===== src/hw/fcd_regs.svh =====
`ifndef FCD_REGS_SVH
`define FCD_REGS_SVH

// Command bytes seen on the low data byte
`define FCD_CMD_RESET      8'hf0
`define FCD_CMD_UNLOCK_A   8'haa
`define FCD_CMD_UNLOCK_B   8'h55
`define FCD_CMD_IDENT      8'h90
`define FCD_CMD_PROGRAM    8'ha0
`define FCD_CMD_BYPASS     8'h20
`define FCD_CMD_ERASE_SET  8'h80
`define FCD_CMD_CHIP_ERASE 8'h10
`define FCD_CMD_SECT_ERASE 8'h30
`define FCD_CMD_RESUME     8'h30
`define FCD_CMD_SUSPEND    8'hb0
`define FCD_CMD_READ_MODE  8'hc0
`define FCD_CMD_BYP_EXIT   8'h00

// Unlock addresses on the low eleven address bits
`define FCD_ADDR_UNLOCK_A  11'h555
`define FCD_ADDR_UNLOCK_B  11'h2aa

// Identification read offsets on the low address byte
`define FCD_ID_OFS_MAKER   8'h00
`define FCD_ID_OFS_PART    8'h01
`define FCD_ID_OFS_PROT    8'h02
`define FCD_ID_OFS_MODE    8'h03

// Identification values, arbitrary neutral codes
`define FCD_ID_MAKER       16'h00a5
`define FCD_ID_PART        16'h5a3c

// Field positions
`define FCD_POLL_BIT       7
`define FCD_FAIL_BIT       5
`define FCD_SECT_MSB       18
`define FCD_SECT_LSB       12

// Timing: clock period and status hold times in ns
`define FCD_CLK_NS         8
`define FCD_PROG_PROT_NS   1000
`define FCD_ERASE_PROT_NS  100000

`endif


===== src/hw/fcd_pkg.sv =====
package fcd_pkg;

  // Command decoder position, Gray coded along the unlock path
  typedef enum logic [3:0] {
    FCD_IDLE     = 4'h0,
    FCD_U1       = 4'h1,
    FCD_U2       = 4'h3,
    FCD_E3       = 4'h2,
    FCD_E4       = 4'h6,
    FCD_E5       = 4'h7,
    FCD_PROG_D   = 4'h5,
    FCD_BYP_PROG = 4'h4,
    FCD_MODE_D   = 4'hc,
    FCD_BYP_RST  = 4'hd
  } fcd_step_t;

  // Address and data pair of one bus word
  typedef struct packed {
    logic [18:0] addr;
    logic [15:0] data;
  } fcd_word_t;

endpackage


===== src/hw/fcd_top.sv =====
// The address map and strobed register access were decided locally.
`timescale 1ns/1ns
`include "fcd_regs.svh"

module fcd_top #(
  parameter int ERASE_PROT_CYC = `FCD_ERASE_PROT_NS / `FCD_CLK_NS
) (
  // Clock and reset
  input  wire logic              clk,
  input  wire logic              reset_n,
  // Flash bus pins
  input  wire logic [18:0]       addr_pin,
  input  wire logic [15:0]       dq_in,
  input  wire logic              chip_select_n,
  input  wire logic              write_strobe_n,
  input  wire logic              output_enable_n,
  output logic      [15:0]       dq_out,
  output logic                   dq_oe,
  // Sector protection state
  input  wire logic [127:0]      sector_protect,
  // Array read port
  output logic      [18:0]       array_addr,
  input  wire logic [15:0]       array_rdata,
  // Embedded algorithm control
  output fcd_pkg::fcd_word_t     op_word,
  output logic      [127:0]      erase_sel,
  output logic                   prog_start,
  output logic                   erase_start,
  output logic                   erase_suspend,
  output logic                   burst_mode,
  input  wire logic              algo_done,
  input  wire logic              algo_fail
);
  import fcd_pkg::*;

  localparam int PROG_PROT_CYC = `FCD_PROG_PROT_NS / `FCD_CLK_NS;

  logic [37:0]  pin_meta, pin_sync;         // Synchroniser stages 1 and 2
  logic [18:0]  addr_s;        // Synchronised address
  logic [15:0]  dq_s;          // Synchronised data
  logic         wr_act, rd_act;             // Write and read cycle seen
  logic         wr_act_q, wr_end;           // Last write activity, write end
  fcd_word_t    wr_word;       // Latched write address and data
  fcd_step_t    step;          // Decoder position
  fcd_step_t    next_step;     // Decoder position after this write
  logic         id_mode, bypass;            // Identification, bypass modes
  logic         prog_act, erase_act, susp;  // Program, erase, suspended
  logic         chip_erase, fake;           // Chip erase, status-only run
  logic [13:0]  timer;         // Protected status hold counter
  logic [127:0] erase_tgt;     // Sectors named by the erase
  logic [15:0]  rd_mux;        // Read value before output flop
  logic [7:0]   cmd;           // Command byte
  logic [10:0]  low_addr;      // Command address bits
  logic [6:0]   wr_sect, rd_sect;           // Sector of write and read
  logic         busy, op_done;              // Running, finished
  logic         go_reset, go_id, go_prog;   // Reset, identify, program
  logic         go_erase, go_chip, go_susp; // Erase, chip erase, suspend
  logic         go_resume, go_bypass;       // Resume, bypass entry
  logic         go_byp_exit, go_mode;       // Bypass exit, mode change
  logic [127:0] sect_onehot, next_tgt;      // Write sector, new erase set

  // Pin synchroniser, strobes idle high
  always_ff @(posedge clk or negedge reset_n) begin
    if (!reset_n) begin
      pin_meta <= {35'h0_0000_0000, 3'h7};
      pin_sync <= {35'h0_0000_0000, 3'h7};
    end else begin
      pin_meta <= {addr_pin, dq_in, chip_select_n, write_strobe_n,
                   output_enable_n};
      pin_sync <= pin_meta;
    end
  end

  // Decode synchronised pins
  assign addr_s = pin_sync[37:19];
  assign dq_s   = pin_sync[18:3];
  assign wr_act = !pin_sync[2] && !pin_sync[1];
  assign rd_act = !pin_sync[2] && !pin_sync[0] && pin_sync[1];
  assign wr_end = wr_act_q && !wr_act;

  // Write capture: address at start, data tracked till strobe rises
  always_ff @(posedge clk or negedge reset_n) begin
    if (!reset_n) begin
      wr_act_q <= 1'b0;
      wr_word  <= '0;
    end else begin
      wr_act_q <= wr_act;
      if (wr_act && !wr_act_q) begin
        wr_word.addr <= addr_s;
      end
      if (wr_act) begin
        wr_word.data <= dq_s;
      end
    end
  end

  // Command fields, upper bits dropped
  assign cmd      = wr_word.data[7:0];
  assign low_addr = wr_word.addr[10:0];
  assign wr_sect  = wr_word.addr[`FCD_SECT_MSB:`FCD_SECT_LSB];
  assign busy     = prog_act || (erase_act && !susp);

  // One-hot sector for sector erase
  always_comb begin
    sect_onehot          = '0;
    sect_onehot[wr_sect] = 1'b1;
  end

  // Command decoder
  always_comb begin
    next_step   = step;
    go_reset    = 1'b0;
    go_id       = 1'b0;
    go_prog     = 1'b0;
    go_erase    = 1'b0;
    go_chip     = 1'b0;
    go_susp     = 1'b0;
    go_resume   = 1'b0;
    go_bypass   = 1'b0;
    go_byp_exit = 1'b0;
    go_mode     = 1'b0;
    if (wr_end) begin
      if (busy) begin
        // Only a suspend of an async sector erase is heard
        if (erase_act && !chip_erase && !burst_mode
            && cmd == `FCD_CMD_SUSPEND) begin
          go_susp = 1'b1;
        end
      end else if (cmd == `FCD_CMD_RESET && step != FCD_PROG_D
                   && step != FCD_BYP_PROG) begin
        go_reset  = 1'b1;
        next_step = FCD_IDLE;
      end else begin
        next_step = FCD_IDLE;
        case (step)
          FCD_IDLE: begin
            if (bypass && cmd == `FCD_CMD_PROGRAM) begin
              next_step = FCD_BYP_PROG;
            end else if (bypass && cmd == `FCD_CMD_IDENT) begin
              next_step = FCD_BYP_RST;
            end else if (!bypass && cmd == `FCD_CMD_UNLOCK_A
                         && low_addr == `FCD_ADDR_UNLOCK_A) begin
              next_step = FCD_U1;
            end else if (susp && cmd == `FCD_CMD_RESUME) begin
              go_resume = 1'b1;
            end
          end
          FCD_U1: begin
            if (cmd == `FCD_CMD_UNLOCK_B
                && low_addr == `FCD_ADDR_UNLOCK_B) begin
              next_step = FCD_U2;
            end
          end
          FCD_U2: begin
            if (low_addr == `FCD_ADDR_UNLOCK_A) begin
              case (cmd)
                `FCD_CMD_IDENT:     go_id = 1'b1;
                `FCD_CMD_PROGRAM:   next_step = FCD_PROG_D;
                `FCD_CMD_BYPASS:    go_bypass = !susp;
                `FCD_CMD_ERASE_SET: next_step = susp ? FCD_IDLE : FCD_E3;
                `FCD_CMD_READ_MODE: next_step = susp ? FCD_IDLE : FCD_MODE_D;
                default:            next_step = FCD_IDLE;
              endcase
            end
          end
          FCD_E3: begin
            if (cmd == `FCD_CMD_UNLOCK_A
                && low_addr == `FCD_ADDR_UNLOCK_A) begin
              next_step = FCD_E4;
            end
          end
          FCD_E4: begin
            if (cmd == `FCD_CMD_UNLOCK_B
                && low_addr == `FCD_ADDR_UNLOCK_B) begin
              next_step = FCD_E5;
            end
          end
          FCD_E5: begin
            if (cmd == `FCD_CMD_CHIP_ERASE
                && low_addr == `FCD_ADDR_UNLOCK_A) begin
              go_erase = 1'b1;
              go_chip  = 1'b1;
            end else if (cmd == `FCD_CMD_SECT_ERASE) begin
              go_erase = 1'b1;
            end
          end
          FCD_PROG_D, FCD_BYP_PROG: begin
            // Suspended sectors cannot be programmed
            go_prog = !(susp && erase_sel[wr_sect]);
          end
          FCD_MODE_D: begin
            go_mode = 1'b1;
          end
          FCD_BYP_RST: begin
            go_byp_exit = (cmd == `FCD_CMD_BYP_EXIT);
          end
          default: begin
            next_step = FCD_IDLE;
          end
        endcase
      end
    end
  end

  // Decoder position
  always_ff @(posedge clk or negedge reset_n) begin
    if (!reset_n) begin
      step <= FCD_IDLE;
    end else begin
      step <= next_step;
    end
  end

  // Read and command modes
  always_ff @(posedge clk or negedge reset_n) begin
    if (!reset_n) begin
      id_mode    <= 1'b0;
      bypass     <= 1'b0;
      burst_mode <= 1'b0;
    end else begin
      if (go_id) begin
        id_mode <= 1'b1;
      end else if (go_reset) begin
        id_mode <= 1'b0;
      end
      if (go_bypass) begin
        bypass <= 1'b1;
      end else if (go_byp_exit) begin
        bypass <= 1'b0;
      end
      if (go_mode && wr_word.data[0]) begin
        burst_mode <= 1'b1;
      end else if (go_mode && wr_word.data == 16'h0000) begin
        burst_mode <= 1'b0;
      end
    end
  end

  // Erase target set for a new erase
  assign next_tgt = go_chip ? {128{1'b1}} : sect_onehot;
  // Finish: algorithm report, or end of protected status hold
  assign op_done  = fake ? (timer == 14'h0000) : algo_done;

  // Operation tracking and algorithm handshake
  always_ff @(posedge clk or negedge reset_n) begin
    if (!reset_n) begin
      prog_act      <= 1'b0;
      erase_act     <= 1'b0;
      susp          <= 1'b0;
      chip_erase    <= 1'b0;
      fake          <= 1'b0;
      timer         <= 14'h0000;
      op_word       <= '0;
      erase_tgt     <= '0;
      erase_sel     <= '0;
      prog_start    <= 1'b0;
      erase_start   <= 1'b0;
      erase_suspend <= 1'b0;
    end else begin
      prog_start  <= 1'b0;
      erase_start <= 1'b0;
      if (fake && timer != 14'h0000) begin
        timer <= timer - 14'h0001;
      end
      if (go_prog) begin
        // Status is live from the closing write edge
        prog_act <= 1'b1;
        op_word  <= wr_word;
        if (sector_protect[wr_sect]) begin
          fake  <= 1'b1;
          timer <= 14'(PROG_PROT_CYC - 1);
        end else begin
          prog_start <= 1'b1;
        end
      end else if (go_erase) begin
        erase_act  <= 1'b1;
        chip_erase <= go_chip;
        erase_tgt  <= next_tgt;
        erase_sel  <= next_tgt & ~sector_protect;
        if ((next_tgt & ~sector_protect) == '0) begin
          fake  <= 1'b1;
          timer <= 14'(ERASE_PROT_CYC - 1);
        end else begin
          erase_start <= 1'b1;
        end
      end else if (go_susp) begin
        // Suspend takes effect at once, well inside the bound
        susp          <= 1'b1;
        erase_suspend <= 1'b1;
      end else if (go_resume) begin
        susp          <= 1'b0;
        erase_suspend <= 1'b0;
      end else if (op_done && prog_act) begin
        prog_act <= 1'b0;
        fake     <= 1'b0;
      end else if (op_done && erase_act && !susp) begin
        erase_act  <= 1'b0;
        chip_erase <= 1'b0;
        fake       <= 1'b0;
        erase_tgt  <= '0;
        erase_sel  <= '0;
      end
    end
  end

  // Read value selection
  assign rd_sect = array_addr[`FCD_SECT_MSB:`FCD_SECT_LSB];
  always_comb begin
    rd_mux = array_rdata;
    if (id_mode) begin
      case (array_addr[7:0])
        `FCD_ID_OFS_MAKER: rd_mux = `FCD_ID_MAKER;
        `FCD_ID_OFS_PART:  rd_mux = `FCD_ID_PART;
        `FCD_ID_OFS_PROT:  rd_mux = {15'h0000, sector_protect[rd_sect]};
        `FCD_ID_OFS_MODE:  rd_mux = {15'h0000, burst_mode};
        default:           rd_mux = 16'h0000;
      endcase
    end else if (prog_act && array_addr == op_word.addr) begin
      // Polling bit may differ from the other bits of the word
      rd_mux[`FCD_POLL_BIT] = !op_word.data[`FCD_POLL_BIT];
      rd_mux[`FCD_FAIL_BIT] = algo_fail && !fake;
    end else if (erase_act && erase_tgt[rd_sect]) begin
      rd_mux[`FCD_POLL_BIT] = susp;
      rd_mux[`FCD_FAIL_BIT] = algo_fail && !fake && !susp;
    end
  end

  // Read path: address to array, value to the data pins
  always_ff @(posedge clk or negedge reset_n) begin
    if (!reset_n) begin
      array_addr <= 19'h0_0000;
      dq_out     <= 16'h0000;
      dq_oe      <= 1'b0;
    end else begin
      array_addr <= addr_s;
      dq_oe      <= rd_act;
      dq_out     <= rd_act ? rd_mux : 16'h0000;
    end
  end

endmodule // fcd_top


===== config.mk =====
export PLATFORM = sky130hd
export DESIGN_NAME = fcd_top
export DESIGN_NICKNAME = d
export VERILOG_FILES = /design/src/hw/fcd_pkg.sv /design/src/hw/fcd_top.sv
export VERILOG_INCLUDE_DIRS = /design/src /design/src/hw
export SDC_FILE = /design/constraint.sdc
export NUM_CORES = 1
export LEC_CHECK = 0
export CORE_MARGIN = 2
export CORE_UTILIZATION = 55
export DETAILED_ROUTE_END_ITERATION = 7
export DONT_BUFFER_PORTS = 1
export PLACE_DENSITY = 0.74
export RECOVER_POWER = 25
export SYNTH_ARGS = -nofsm -noshare
export SYNTH_HDL_FRONTEND = slang
export SYNTH_SLANG_ARGS = --single-unit

===== constraint.sdc =====
create_clock -name clk -period 3.4 [get_ports clk]
set_input_delay 0.68 -clock clk [delete_from_list [all_inputs] [get_ports clk]]
set_output_delay 0.68 -clock clk [all_outputs]
set_load 0.02 [all_outputs]

==> results of run 1 <==
registers in the layout, summed over array words and instances, names as in the netlist, 9 cells and up:
register,count
array_addr,19
dq_out,16
erase_sel,128
erase_tgt,128
low_addr,11
op_word,35
pin_meta,38
pin_sync,38
timer,14
wr_word,9
how the worst max path moves through the flow:
stage / endpoint / startpoint / cells after the start
detailed placement: timer[5] / pin_sync[2] / 15
CTS: erase_sel[117] / timer[5] / 10
finish: timer[5] / low_addr[6] / 15
global route: erase_tgt[60] / timer[5] / 9
global placement: timer[9] / pin_sync[2] / 15
floorplan: dq_out[0] / array_addr[13] / 10
final cells by class:
type	count	area [µm²]
fill	3250	14000
sequential	467	11700
multi-input combinational	1654	11300
timing repair buffer	324	2780
clock buffer	71	1420
tap	539	674
clock inverter	20	223
inverter	15	56.3
antenna	8	20.0
stage by stage:
stage          worst slack (ps)  TNS [ps]
2_1_floorplan              12.0         0
3_3_place_gp               -320     -3680
3_5_place_dp               -294     -4560
4_1_cts                    12.0         0
5_1_grt                   -24.5     -92.5
6_report                  -1.26     -1.79
Yosys cell counts (8+ instances only):
library cell	count
a22oi_1	14
clkbuf_1	141
nand3b_1	9
buf_1	19
o221ai_1	9
and2_1	13
a21oi_1	178
or3_1	9
xor2_1	15
mux2i_1	29
and3_1	8
mux2_2	86
o211ai_1	11
a31o_2	16
o21ai_1	59
nor3_1	24
inv_1	15
nor2b_1	16
a221oi_1	13
o21a_1	11
dfrtp_1	461
or4_1	8
nor2_1	67
nand3_1	154
buf_2	39
nor4_1	35
o31ai_1	49
mux4_2	86
o22ai_1	27
nand4_1	31
nand2b_1	17
xnor2_1	17
a31oi_1	11
or2_2	8
nand2_1	380
o21ai_0	144
what timing repair did:
item                                   4_1_cts  5_1_grt
pin swaps                                    0        7
endpoints found under the hold margin      461      461
buffers inserted                             0       11
setup endpoints to repair                   46      234
gates cloned                                 0        4
gates resized for setup                      5       35
worst max-delay path, delay by kind of cell (launching register included):
family	cells	cell delay [ps]
simple gates	7	1540
buf+inv	6	1090
flops	1	390
compound gates	2	250
power by group:
group          leakage [nW]  internal [mW]  switching, mW
clock                 0.803           3.15           2.37
sequential             6.11           6.59           1.54
combinational          5.46           1.84           2.37
logic make-up after synthesis:
logic type | share of synthesized area [%]
and+or+nand+nor | 16.6
DFF | 49.5
AOI/OAI and AO/OA | 15.5
xor gates and xnor gates | 1.19
adders and majority gates | 0.0530
muxes | 13.5
buffers and inverters | 3.64
metal layers:
| metal | vias to the layer above | track usage, % |
|---|---|---|
| met3 | 473 | 14.3 |
| met1 | 11000 | 61.0 |
| met5 | - | 0 |
| li1 | 8938 | - |
| met2 | 1764 | 69.4 |
| met4 | 0 | 26.2 |
==> impl_metrics.toml, run 1 <==
[clock_tree]
path_clk_slew_ps = 60
clk_latency_ps = 610
cts_tree = "built"
cts_buffers = 49
cts_sinks = 467
cts-root-buf = "clkbuf_16"
h-tree-depth = 2
clockBufferDepth = 3

[sta]
worst_slack_ps = -1.26
worstMarginPinSlew_ps = 2350
hold_viol = 115
fin_hold_ws_ps = -234
relSlewSlack_pct = -56.4
finalSetupViolCount = 2
rsz0062_at_grt = "yes"
layout_min_cycle_time_ps = 3400
finClkSkew_ps = 20.5
max_freq_ghz = 0.294
fin_crit_sh_pct = 100
drv_slew = 316

[pwr]
max-vdd-ir-drop_v = 0.000488
total_power_mw = 17.9
p_per_area_mw_per_mm2 = 635
p_leak_nw = 12.4

[min_path]
min_path_type = "in2async"

[setup_path]
worstRegToRegCells = 15
cp.arrival_ps = 3900
slowest_stage = "nor4_1"
crit_fanout = 12
r2r_slack_ps = -1
end_kind = "flop"
r2r_start = "low_addr[6]"
r2r-end = "timer[5]"
crit_top_cell = "buf_4"
critPathKind = "reg2reg"
worstPathRequired_ps = 3900
cpPeakStageDelay_ps = 420
cp_cell_sequence = "and3b_2, and4_1, nand4_1, buf_6, buf_12, buf_4, a21oi_1, nor4_1, nand4_1, buf_4, nor4_1, buf_4, nand3_1, buf_6, a21o_1"
startpoint_type = "flop"

[layout]
fin_util_pct = 66.8
area_growth_pct = 19.2
postLayoutCellArea_mm2 = 0.0281
instances_no_fill = 3098
final_common_cell = "dfrtp_1"
layout-drive-gt1-share_pct = 25.9
finalNetCount = 2698
final_cell_mix = "dfrtp_1 (456), nand2_1 (379), buf_4 (296)"

[yosys]
synthCells = 2335
synth_area_leader_cell = "dfrtp_1"
synth-seq-cells = 467
synth-edff-count = 0
ys_types = 77
ys.flop_type = "dfrtp_1"
async_flop_share_pct = 100
syn_area_mm2 = 0.0236
yosys-top-cells-area = "dfrtp_1 (49%), mux4_2 (8.2%), nand2_1 (6.0%)"
syn_area_per_cell_um2 = 10.1
synth_warnings = 0
ys_seq_area_share_pct = 49.5
syn_nets = 2522
synth_top_cell_area_share_pct = 48.9

[floorplan]
initial_core_util_pct = 56.0
chipHeight_um = 211
coreArea_mm2 = 0.0421
num_io_pins = 389
rows = 75
die-area_mm2 = 0.0446
die_w_um = 211

[run]
cap_violations = 0

[route]
met2WireLength_um = 46000
drtIter0Drc = 3260
drtPass1Iterations = 8
vias_per_cell = 7.15
ant_nets = 0
wl_um = 106000
vias = 22200
wl_per_cell_um = 34.3
highest_layer = "met4"
drt-met1-wl_um = 38400
drc_errors = 3
wl_met3_um = 14000

[global_routing]
first_global_vias = 21400
grt_max_degree = 468
grt_pass1_wl_um = 150000
grt_usage_pct = 46.6
grt_overflow_total = 0
antenna_found_initial = 8

[outcome]
status = "finished with violations"
violations = "design-rule violations, negative hold slack, max-slew violations, negative setup slack"

[place]
gp_congestion = 1.03
io_buffer_count = 0
dp_cells = 2984
placed_area_mm2 = 0.0261
hpwl_um = 76700
No activity file was read; power rests on OpenSTA's default activity.
==> run 2: changes to the inputs <==
Settings changed: CELL_PAD_IN_SITES_DETAIL_PLACEMENT set to 1, CELL_PAD_IN_SITES_GLOBAL_PLACEMENT set to 2, CORE_UTILIZATION 55 to 37, PLACE_DENSITY 0.74 to 0.78.
==> impl_metrics.toml, run 2 (synthesized netlist as in run 1, its figures left out) <==
[clock_tree]
cts_tree = "built"
clk_latency_ps = 640
h-tree-depth = 2
cts_buffers = 53
cts_sinks = 467
path_clk_slew_ps = 70
cts-root-buf = "clkbuf_16"
clockBufferDepth = 3

[setup_path]
cp_cell_sequence = "buf_6, and3_1, buf_4, nand2_1, a21oi_2, nor4_2, nand4_1, nor4_2, buf_4, nand3_2, buf_4, o21ai_0"
critPathKind = "reg2reg"
crit_fanout = 15
cpPeakStageDelay_ps = 580
cpLargestDelayFamily = "simple AND/OR/NAND/NOR gates"
critPathBufInv = 4
crit_top_cell = "buf_4"
cp.arrival_ps = 3900
startpoint_type = "flop"
slowest_stage = "dfrtp_4"
end_kind = "flop"
worstPathRequired_ps = 3930

[pwr]
p_per_area_mw_per_mm2 = 643
p_switching_mw = 6.57
switching_share_pct = 35.5
clockPowerShare_pct = 32.8
max-vdd-ir-drop_v = 0.000437
intPower_mw = 11.9
p_leak_nw = 12.4
power.share.sequential_pct = 43.7
combinationalPowerShare_pct = 23.5

[floorplan]
die_w_um = 257
coreArea_mm2 = 0.0631
rows = 92
chipHeight_um = 257
num_io_pins = 389
initial_core_util_pct = 37.4
die-area_mm2 = 0.0658

[route]
wl_um = 117000
drtIter0Drc = 2301
vias_per_cell = 6.40
ant_nets = 0
wl_per_cell_um = 34.8
drc_errors = 0
drtPass1Iterations = 5
vias = 21600

[sta]
hold_viol = 278
relSlewSlack_pct = 7.51
rsz0062_at_grt = "yes"
fin_hold_ws_ps = -239
finClkSkew_ps = 30.0
finalSetupViolCount = 0
layout_min_cycle_time_ps = 3370
drv_slew = 0
fin_crit_sh_pct = 99.2
max_freq_ghz = 0.297
worstMarginPinSlew_ps = 1390

[layout]
final_cell_mix = "dfrtp_1 (456), nand2_1 (378), buf_4 (244)"
instances_no_fill = 3376
largestRegisters = "erase_sel x128, erase_tgt x128"
final_common_cell = "dfrtp_1"
fillCellCount = 6977
postLayoutCellArea_mm2 = 0.0288
finalNetCount = 2672
layout-drive-gt1-share_pct = 25.7
area_growth_pct = 21.9

[global_routing]
first_global_vias = 22000
antenna_found_initial = 8
grt_pass1_wl_um = 164000
grt_overflow_total = 0
grt_usage_pct = 34.1
grt_max_degree = 468

[place]
placed_area_mm2 = 0.0263
dp_cells = 3246
hpwl_um = 84000
gp_congestion = 0.973
io_buffer_count = 0

[run]
cap_violations = 0

[outcome]
violations = "negative hold slack"
status = "finished with violations"

[min_path]
min_path_type = "in2async"
## run 2: worst paths after layout
kind | to | cells past startpoint | from | slack (ps)
max in group asynchronous | dq_out[8] | 0 | reset_n | 2520
hold reg to reg | pin_sync[4] | 0 | pin_meta[4] | 350
hold / removal | erase_tgt[104] | 0 | reset_n | -240
setup reg to reg | timer[13] | 12 | wr_sect[0] | 30
setup / recovery | timer[13] | 12 | wr_sect[0] | 30
min in group clk | pin_meta[1] | 0 | write_strobe_n | 50
## run 2: worst reg2reg max path, cell delays in order, from the launching register on
cell,delay [ps]
dfrtp_4,580
buf_6,210
and3_1,310
buf_4,270
nand2_1,240
a21oi_2,120
nor4_2,320
nand4_1,270
nor4_2,250
buf_4,220
nand3_2,140
buf_4,230
o21ai_0,80
## run 2: power by group through the flow
stage               Sequential (mW)  Clock, mW  Combinational, mW
floorplan                      7.66          0               2.42
global placement               8.11          0               3.76
detailed placement             8.18          0               3.88
CTS                            8.08       6.17               3.99
global route                   8.20       6.39               4.60
finish                         8.09       6.07               4.34
## run 2: per-stage QoR
step / TNS (ps) / hold WS [ps] / worst slack (ps) / total power, mW / utilization (%)
after floorplan: 0 / 331 / 12.0 / 10.1 / -
after global placement: -17200 / 333 / -417 / 11.9 / 41.6
after detailed placement: -18000 / 336 / -446 / 12.1 / 41.6
after CTS: -15.9 / -257 / -9.07 / 18.2 / 44.9
after global routing: -193 / -263 / -26.4 / 19.2 / 45.6
final: 0 / -239 / 28.2 / 18.5 / 45.6
## run 2: timing repair
item | in CTS | in global routing
endpoints found under the hold margin | 461 | 461
resized for setup | 28 | 45
endpoints found under the setup margin | 53 | 247
buffers inserted | 6 | 16
gates cloned | 1 | 7
pin swaps | 2 | 10
## run 2: layout make-up
| type | instances | area, µm² | share of cell area [%] |
|---|---|---|---|
| antenna | 4 | 10.0 | 0.0348 |
| clock buffer | 73 | 1470 | 5.11 |
| clock inverter | 23 | 365 | 1.27 |
| inverter | 15 | 60.1 | 0.209 |
| multi-input combinational | 1655 | 11400 | 39.6 |
| sequential | 467 | 11700 | 40.7 |
| tap | 846 | 1060 | 3.68 |
| timing repair buffer | 293 | 2710 | 9.42 |
## run 2: layer usage
| metal | global-route usage (%) | up-vias | wire length [µm] |
|---|---|---|---|
| met2 | 52.9 | 1157 | 52700 |
| met5 | 0 | - | 70 |
| met1 | 44.0 | 11300 | 45900 |
| met3 | 10.9 | 303 | 12600 |
| met4 | 14.7 | 6 | 6050 |
| li1 | - | 8883 | - |
